## src/rtl/ctz_cfg.svh

```systemverilog
// offsets, field positions, reset values of the temperature-zone registers
// assumes inclusion by bare name from package and module files
`ifndef CTZ_CFG_SVH
`define CTZ_CFG_SVH
`define CTZ_ADDR_W          8
`define CTZ_COLD_OFFSET     8'h05
`define CTZ_COOL_OFFSET     8'h06
`define CTZ_COLD_RESET      8'h20
`define CTZ_COOL_RESET      8'h4B
`define CTZ_THR_MSB         7
`define CTZ_THR_LSB         5
`define CTZ_VOLT_MSB        4
`define CTZ_VOLT_LSB        3
`define CTZ_CUR_MSB         2
`define CTZ_CUR_LSB         0
`define CTZ_CUR_RESERVED    3'h7
`endif

```

## src/rtl/ctz_pkg.sv

```systemverilog
// types shared by the temperature-zone register bank
// assumes ctz_cfg.svh is on the include path
`include "ctz_cfg.svh"
package ctz_pkg;
    // one zone register split into its fields
    typedef struct packed {
        logic [2:0] threshold;
        logic [1:0] term_voltage;
        logic [2:0] current_fraction;
    } ctz_zone_s;

    // decoded settings for one zone, in physical units
    typedef struct packed {
        logic signed [7:0] threshold_degc;
        logic [11:0]       term_voltage_mv;
        logic [9:0]        current_permille;
        logic              current_reserved;
    } ctz_decoded_s;

    // whole module state; decoded and applied settings are registered too
    typedef struct packed {
        ctz_zone_s    cold;
        ctz_zone_s    cool;
        logic [7:0]   rd_data;
        ctz_decoded_s cold_cfg;
        ctz_decoded_s cool_cfg;
        logic         zone_active;
        logic [11:0]  term_voltage_mv;
        logic [9:0]   current_permille;
    } ctz_state_s;
endpackage : ctz_pkg

```

## src/rtl/ctz_zone_regs.sv

```systemverilog
// two read/write zone registers and their decoded charger settings
// assumes a synchronous host port with read data one cycle after the strobe
// Functional notes
// first threshold code selects -10 to 60 C
// second threshold decoded with same temperature map
// cold zone voltage code 2.0 to 2.1 V
// cool zone voltage uses same four codes
// cold zone current code gives percent steps
// cool zone current uses same percent steps
// apply zone settings only inside zone; 111 reserved
`timescale 1ns/1ps
`include "ctz_cfg.svh"
module ctz_zone_regs (
    input  wire logic                       clock_i,
    input  wire logic                       rst_i,
    input  wire logic [`CTZ_ADDR_W-1:0]     addr_i,
    input  wire logic [7:0]                 wr_data_i,
    input  wire logic                       wr_i,
    input  wire logic                       rd_i,
    input  wire logic signed [7:0]          temp_degc_i,
    output logic [7:0]                      rd_data_o,
    output ctz_pkg::ctz_decoded_s           cold_cfg_o,
    output ctz_pkg::ctz_decoded_s           cool_cfg_o,
    output logic                            zone_active_o,
    output logic [11:0]                     term_voltage_mv_o,
    output logic [9:0]                      current_permille_o
);
    ctz_pkg::ctz_state_s state;
    ctz_pkg::ctz_state_s next_state;
    // zone select helpers, written only by the next-state process
    logic signed [7:0]   cold_limit;
    logic signed [7:0]   cool_limit;
    logic                in_cold;
    logic                in_cool;

    // shared temperature map for both threshold fields
    function automatic logic signed [7:0] thr_decode(input logic [2:0] code);
        unique case (code)
            3'h0: thr_decode = -8'sd10;
            3'h1: thr_decode = 8'sd0;
            3'h2: thr_decode = 8'sd10;
            3'h3: thr_decode = 8'sd15;
            3'h4: thr_decode = 8'sd40;
            3'h5: thr_decode = 8'sd45;
            3'h6: thr_decode = 8'sd50;
            3'h7: thr_decode = 8'sd60;
        endcase
    endfunction : thr_decode

    // termination feedback voltage in millivolts
    function automatic logic [11:0] volt_decode(input logic [1:0] code);
        unique case (code)
            2'h0: volt_decode = 12'h7D0;
            2'h1: volt_decode = 12'h802;
            2'h2: volt_decode = 12'h81B;
            2'h3: volt_decode = 12'h834;
        endcase
    endfunction : volt_decode

    // fraction in tenths of a percent; reserved code forced to zero current
    function automatic logic [9:0] cur_decode(input logic [2:0] code);
        unique case (code)
            3'h0: cur_decode = 10'h000;
            3'h1: cur_decode = 10'h0FA;
            3'h2: cur_decode = 10'h177;
            3'h3: cur_decode = 10'h1F4;
            3'h4: cur_decode = 10'h271;
            3'h5: cur_decode = 10'h2EE;
            3'h6: cur_decode = 10'h36B;
            3'h7: cur_decode = 10'h000;
        endcase
    endfunction : cur_decode

    // whole-register decode, shared by both zones and by reset
    function automatic ctz_pkg::ctz_decoded_s zone_decode(input ctz_pkg::ctz_zone_s zone);
        zone_decode.threshold_degc   = thr_decode(zone.threshold);
        zone_decode.term_voltage_mv  = volt_decode(zone.term_voltage);
        zone_decode.current_permille = cur_decode(zone.current_fraction);
        zone_decode.current_reserved = zone.current_fraction == `CTZ_CUR_RESERVED;
    endfunction : zone_decode

    // register writes and read mux
    always_comb
    begin
        next_state = state;
        next_state.rd_data = 8'h00;
        if (wr_i && addr_i == `CTZ_COLD_OFFSET)
        begin
            next_state.cold = wr_data_i;
        end
        if (wr_i && addr_i == `CTZ_COOL_OFFSET)
        begin
            next_state.cool = wr_data_i;
        end
        if (rd_i)
        begin
            // unmapped addresses read zero
            if (addr_i == `CTZ_COLD_OFFSET)
            begin
                next_state.rd_data = state.cold;
            end
            else if (addr_i == `CTZ_COOL_OFFSET)
            begin
                next_state.rd_data = state.cool;
            end
        end

        // decoded settings follow the register values taken at this edge
        next_state.cold_cfg = zone_decode(next_state.cold);
        next_state.cool_cfg = zone_decode(next_state.cool);

        // zone select; at or above both thresholds this bank has no say
        cold_limit = next_state.cold_cfg.threshold_degc;
        cool_limit = next_state.cool_cfg.threshold_degc;
        in_cold    = temp_degc_i < cold_limit;
        in_cool    = !in_cold && (temp_degc_i < cool_limit);
        next_state.zone_active      = in_cold || in_cool;
        next_state.term_voltage_mv  = 12'h000;
        next_state.current_permille = 10'h000;
        if (in_cold)
        begin
            next_state.term_voltage_mv  = next_state.cold_cfg.term_voltage_mv;
            next_state.current_permille = next_state.cold_cfg.current_permille;
        end
        else if (in_cool)
        begin
            next_state.term_voltage_mv  = next_state.cool_cfg.term_voltage_mv;
            next_state.current_permille = next_state.cool_cfg.current_permille;
        end

        // reset wins over any strobe or temperature in the same cycle
        if (rst_i)
        begin
            next_state          = '0;
            next_state.cold     = `CTZ_COLD_RESET;
            next_state.cool     = `CTZ_COOL_RESET;
            next_state.cold_cfg = zone_decode(`CTZ_COLD_RESET);
            next_state.cool_cfg = zone_decode(`CTZ_COOL_RESET);
        end
    end

    // one register stage for the whole state; reset is folded in above
    always_ff @(posedge clock_i)
    begin
        state <= next_state;
    end

    assign rd_data_o = state.rd_data;

    // data outputs straight from flops, so the charger sees no decode glitches
    assign cold_cfg_o         = state.cold_cfg;
    assign cool_cfg_o         = state.cool_cfg;
    assign zone_active_o      = state.zone_active;
    assign term_voltage_mv_o  = state.term_voltage_mv;
    assign current_permille_o = state.current_permille;

    // register access seen from the host port
    a_read_cold: assert property (@(posedge clock_i) disable iff (rst_i)
        rd_i && addr_i == `CTZ_COLD_OFFSET |=> rd_data_o == $past(state.cold))
        else $error("cold register read mismatch");
    a_read_cool: assert property (@(posedge clock_i) disable iff (rst_i)
        rd_i && addr_i == `CTZ_COOL_OFFSET |=> rd_data_o == $past(state.cool))
        else $error("cool register read mismatch");
    a_write_cold: assert property (@(posedge clock_i) disable iff (rst_i)
        wr_i && addr_i == `CTZ_COLD_OFFSET |=> state.cold == $past(wr_data_i))
        else $error("cold register write lost");
    a_write_cool: assert property (@(posedge clock_i) disable iff (rst_i)
        wr_i && addr_i == `CTZ_COOL_OFFSET |=> state.cool == $past(wr_data_i))
        else $error("cool register write lost");

    // zone application, one edge after the temperature is sampled
    a_cold_current: assert property (@(posedge clock_i) disable iff (rst_i)
        !wr_i && temp_degc_i < $signed(cold_cfg_o.threshold_degc) |=>
            zone_active_o && current_permille_o == $past(cold_cfg_o.current_permille)
            && term_voltage_mv_o == $past(cold_cfg_o.term_voltage_mv))
        else $error("cold zone current not applied");
    a_cool_current: assert property (@(posedge clock_i) disable iff (rst_i)
        !wr_i && temp_degc_i >= $signed(cold_cfg_o.threshold_degc)
            && temp_degc_i < $signed(cool_cfg_o.threshold_degc) |=>
            zone_active_o && current_permille_o == $past(cool_cfg_o.current_permille)
            && term_voltage_mv_o == $past(cool_cfg_o.term_voltage_mv))
        else $error("cool zone current not applied");
    a_above_zones: assert property (@(posedge clock_i) disable iff (rst_i)
        !wr_i && temp_degc_i >= $signed(cold_cfg_o.threshold_degc)
            && temp_degc_i >= $signed(cool_cfg_o.threshold_degc) |=>
            !zone_active_o)
        else $error("zone active above both thresholds");
    a_outside_zone: assert property (@(posedge clock_i) disable iff (rst_i)
        !zone_active_o |-> term_voltage_mv_o == 12'h000 && current_permille_o == 10'h000)
        else $error("setting applied outside zones");
    a_reserved_zero: assert property (@(posedge clock_i) disable iff (rst_i)
        cold_cfg_o.current_reserved |-> cold_cfg_o.current_permille == 10'h000)
        else $error("reserved current code not zero");
    a_cool_reserved: assert property (@(posedge clock_i) disable iff (rst_i)
        cool_cfg_o.current_reserved |-> cool_cfg_o.current_permille == 10'h000)
        else $error("cool reserved current code not zero");

    // field maps at chosen codes, one edge after the write
    a_cold_thr_low: assert property (@(posedge clock_i) disable iff (rst_i)
        wr_i && addr_i == `CTZ_COLD_OFFSET && wr_data_i[`CTZ_THR_MSB:`CTZ_THR_LSB] == 3'h0
            |=> cold_cfg_o.threshold_degc == -8'sd10)
        else $error("cold threshold low code wrong");
    a_cold_thr_top: assert property (@(posedge clock_i) disable iff (rst_i)
        wr_i && addr_i == `CTZ_COLD_OFFSET && wr_data_i[`CTZ_THR_MSB:`CTZ_THR_LSB] == 3'h7
            |=> cold_cfg_o.threshold_degc == 8'sd60)
        else $error("cold threshold top code wrong");
    a_cool_thr_zero: assert property (@(posedge clock_i) disable iff (rst_i)
        wr_i && addr_i == `CTZ_COOL_OFFSET && wr_data_i[`CTZ_THR_MSB:`CTZ_THR_LSB] == 3'h1
            |=> cool_cfg_o.threshold_degc == 8'sd0)
        else $error("cool threshold zero code wrong");
    a_cool_thr_fifty: assert property (@(posedge clock_i) disable iff (rst_i)
        wr_i && addr_i == `CTZ_COOL_OFFSET && wr_data_i[`CTZ_THR_MSB:`CTZ_THR_LSB] == 3'h6
            |=> cool_cfg_o.threshold_degc == 8'sd50)
        else $error("cool threshold fifty code wrong");
    a_cold_volt_low: assert property (@(posedge clock_i) disable iff (rst_i)
        wr_i && addr_i == `CTZ_COLD_OFFSET && wr_data_i[`CTZ_VOLT_MSB:`CTZ_VOLT_LSB] == 2'h0
            |=> cold_cfg_o.term_voltage_mv == 12'h7D0)
        else $error("cold voltage low code wrong");
    a_cool_volt_top: assert property (@(posedge clock_i) disable iff (rst_i)
        wr_i && addr_i == `CTZ_COOL_OFFSET && wr_data_i[`CTZ_VOLT_MSB:`CTZ_VOLT_LSB] == 2'h3
            |=> cool_cfg_o.term_voltage_mv == 12'h834)
        else $error("cool voltage top code wrong");
    a_cold_cur_mid: assert property (@(posedge clock_i) disable iff (rst_i)
        wr_i && addr_i == `CTZ_COLD_OFFSET && wr_data_i[`CTZ_CUR_MSB:`CTZ_CUR_LSB] == 3'h4
            |=> cold_cfg_o.current_permille == 10'h271)
        else $error("cold current mid code wrong");
    a_cool_cur_top: assert property (@(posedge clock_i) disable iff (rst_i)
        wr_i && addr_i == `CTZ_COOL_OFFSET && wr_data_i[`CTZ_CUR_MSB:`CTZ_CUR_LSB] == 3'h6
            |=> cool_cfg_o.current_permille == 10'h36B)
        else $error("cool current top code wrong");
endmodule : ctz_zone_regs

```

## config.mk

```make
export PLATFORM = sky130hd
export DESIGN_NAME = ctz_zone_regs
export DESIGN_NICKNAME = d
export VERILOG_FILES = /design/src/rtl/ctz_pkg.sv /design/src/rtl/ctz_zone_regs.sv
export VERILOG_INCLUDE_DIRS = /design/src /design/src/rtl
export SDC_FILE = /design/constraint.sdc
export NUM_CORES = 1
export LEC_CHECK = 0
export BUFFER_PORTS_ARGS = -buffer_cell sky130_fd_sc_hd__buf_2
export CORE_MARGIN = 5
export CORE_UTILIZATION = 53
export CTS_CLUSTER_SIZE = 40
export DETAILED_ROUTE_END_ITERATION = 6
export PLACE_DENSITY = 0.81
export SETUP_SLACK_MARGIN = 0.15
export SYNTH_ARGS = -nofsm -noshare
export SYNTH_HDL_FRONTEND = slang
export SYNTH_SLANG_ARGS = --single-unit
```

## constraint.sdc

```tcl
create_clock -name clock_i -period 4 [get_ports clock_i]
set_input_delay 0.4 -clock clock_i [delete_from_list [all_inputs] [get_ports clock_i]]
set_output_delay 0.4 -clock clock_i [all_outputs]
set_load 0.03 [all_outputs]
```

==> flow_summary_export.csv <==
group,metric,value,unit
detailed_routing,ant_nets,0,
layout,drive_above_1_share,34.9,%
floorplanning,die_w,102,um
detailed_routing,dr.pass1.iters,4,
detailed_routing,post_drt_wl_per_cell,15.5,um
timing,worstMarginPinSlew,0.844,ns
clock_tree,cts_tree,"yes",
logic_synthesis,async_flop_share,0,%
critical_path,cp-start-kind,"input port",
detailed_routing,first_iter_violations,104,
timing,final-hold-violation-count,0,
power,power.total,1.64,mW
logic_synthesis,ys.flop_type,"dfxtp_1",
critical_path,crit_family,"simple AND/OR/NAND/NOR gates",
logic_synthesis,seq_area_frac_synth,38.8,%
critical_path,r2r_start,"state[99]",
clock_tree,clk_latency,0.37,ns
timing,max_slew_margin,42.6,%
critical_path,crit_buf_inv,3,
critical_path,critical_path_class,"input port to flip-flop",
status,status,"finished, final reports clean",
critical_path,cpMostUsedCell,"ha_1",
timing,rsz0062_at_grt,"yes",
power,ir_worst_vdd,0.185,mV
logic_synthesis,ys_ff_latch,86,
critical_path,cp.required,4.27,ns
detailed_routing,via_per_inst,5.03,
detailed_routing,wl,9470,um
timing,slew_viol_final,0,
logic_synthesis,synth_top_cell_by_area,"dfxtp_1",
critical_path,cpMaxStageDelayCell,"mux2_2",
logic_synthesis,syn_area_per_cell,9.68,um2
layout,layout_commonest_cell,"buf_2",
clock_tree,clock_path_buffers,2,
global_routing,grt_max_degree,54,
critical_path,slowest_delay,0.37,ns
run,drv_cap,0,
placed_design,io_buffers,120,
critical_path,path_max_fanout,10,
timing,finalCriticalPeriod,3.64,ns
logic_synthesis,yosysTopAreaCellShare,38.8,%
layout,fillers,724,
logic_synthesis,syn_nets,528,
global_routing,globalRoute.totalOverflow,0,
global_routing,grt_pass1_wl,15100,um
power,p_leak,2.47,nW
logic_synthesis,yosysUniqueCellTypes,51,
placed_design,hpwl,7170,um
layout,multiInputGateArea,1830,um2
timing,max_freq,274,MHz
clock_tree,cts_buffers,9,
critical_path,crit_chain,"buf_2 > nor4_4 > nand4_2 > mux2_2 > inv_1 > ha_1 > and2b_1 > o21bai_1 > ha_1 > and4_1 > a221o_1 > nor4b_2 > a2bb2oi_1 > nand2b_1 > buf_4 > o32ai_1",
power,power_density,346,nW/um2
global_routing,first_global_vias,3068,
logic_synthesis,yosys_warnings,0,
layout,area_growth,6.87,%
global_routing,grt_antenna_before_repair,1,
timing,setup_violations,0,
placed_design,gp_congestion,0.872,
logic_synthesis,synth.area.top_cells,"dfxtp_1 39%, buf_4 16%, ha_1 12%",
min_path,hp-start,"wr_data_i[4]",
timing,fin_skew,0.0104,ns
global_routing,grt_usage,18.8,%
floorplanning,rows,33,
detailed_routing,drc,0,
layout,regArea,1720,um2
clock_tree,clk_pin_slew,0.10,ns
logic_synthesis,synth-edff-count,0,
layout,final_core_util,58.1,%
logic_synthesis,netlist_instances,459,
critical_path,cp-end-kind,"flip-flop",
critical_path,cp.arrival,3.91,ns
min_path,hp-class,"input port to flip-flop",
clock_tree,cts-root-buf,"clkbuf_8",
floorplanning,start_util,54.3,%
clock_tree,cts_num_sinks,86,
timing,period_share,91.1,%
floorplanning,die-area,10300,um2
layout,final_cell_mix,"120 x buf_2, 86 x dfxtp_1, 48 x nor2_1, 41 x ha_1, 30 x inv_1",
floorplanning,ios,121,
clock_tree,h-tree-depth,3,
detailed_routing,vias,3067,
critical_path,critPathLaunch,"addr_i[5]",
layout,nNetsFinal,568,
floorplanning,core-area,8180,um2
floorplanning,die_h,102,um
logic_synthesis,netlist_area,4440,um2
-- synthesized netlist by cell type, drive strengths merged (4+ instances only) --
cell type	instances
inv	30
nand2	29
a21oi	5
nor2	48
buf	97
ha	41
o21ai	7
o32ai	8
nand4	4
clkbuf	10
and4	4
nand2b	4
a22oi	9
dfxtp	86
mux2	6
mux2i	25
nor2b	4
-- routing by layer --
| layer | up-vias | track usage [%] | wire, um |
|---|---|---|---|
| li1 | 1523 | - | - |
| met1 | 1416 | 24.4 | 4020 |
| met2 | 111 | 28.7 | 4490 |
| met3 | 17 | 5.51 | 747 |
| met4 | 0 | 8.59 | 205 |
| met5 | - | 0 | 0 |
-- final cells by class --
| cell class | count | area share, % |
|---|---|---|
| Inverter | 30 | 2.37 |
| Antenna cell | 1 | 0.0527 |
| Clock inverter | 7 | 1.90 |
| Multi-Input combinational cell | 236 | 38.6 |
| Timing Repair Buffer | 136 | 15.4 |
| Clock buffer | 9 | 2.61 |
| Tap cell | 105 | 2.77 |
| Sequential cell | 86 | 36.3 |
-- logic make-up after synthesis --
group | count (synthesis) | share of synthesized area (%)
adders and majority gates | 41 | 11.5
DFF | 86 | 38.8
and+or+nand+nor | 112 | 12.6
muxes | 31 | 7.89
buffers and inverters | 137 | 20.0
AOI/OAI and AO/OA | 52 | 9.15
-- final timing paths --
check	endpoint	cells past startpoint	slack (ns)
setup / recovery	term_voltage_mv_o[1]	16	0.36
hold / removal	state[97]	3	0.39
setup reg to reg	term_voltage_mv_o[1]	13	0.78
hold reg to reg	rd_data_o[1]	2	0.53
-- power by group --
group          switching [mW]  internal [mW]  leakage [nW]
Combinational          0.0839         0.0497          1.68
Clock                   0.343          0.302         0.101
Sequential            0.00260          0.863         0.695
-- flip-flops by register name, summed over array words and instances, names as in the netlist --
name                count
zone_active_o           1
current_permille_o      9
cool_cfg_o             23
term_voltage_mv_o       6
rd_data_o               8
state                  16
cold_cfg_o             23
-- through the flow --
step                std cells  worst slack [ns]  hold WS, ns  TNS [ns]  instance area (um2)
floorplan                 459             0.309        0.460         0                 4440
CTS                       605             0.311        0.370         0                 4710
finish                    610             0.357        0.395         0                 4750
detailed placement        589           -0.0471        0.505    -0.136                 4500
global route              610             0.106        0.419         0                 4750
global placement          589             0.153        0.498         0                 4500
-- timing repair --
| action | CTS | global route |
|---|---|---|
| setup buffers | 0 | 4 |
| hold buffers | 0 | 0 |
| endpoints found under the setup margin | 0 | 13 |
| gates resized for setup | 0 | 1 |
-- worst register-to-register path, cell delays in order (launching register included) --
cell and delay [ns]:
dfxtp_1 0.33, mux2_2 0.31, inv_1 0.13, ha_1 0.18, and2b_1 0.21, o21bai_1 0.18, ha_1 0.30, and4_1 0.16
a221o_1 0.35, nor4b_2 0.22, a2bb2oi_1 0.15, nand2b_1 0.17, buf_4 0.20, o32ai_1 0.26
Note: power is estimated with default switching activity, not from simulation.
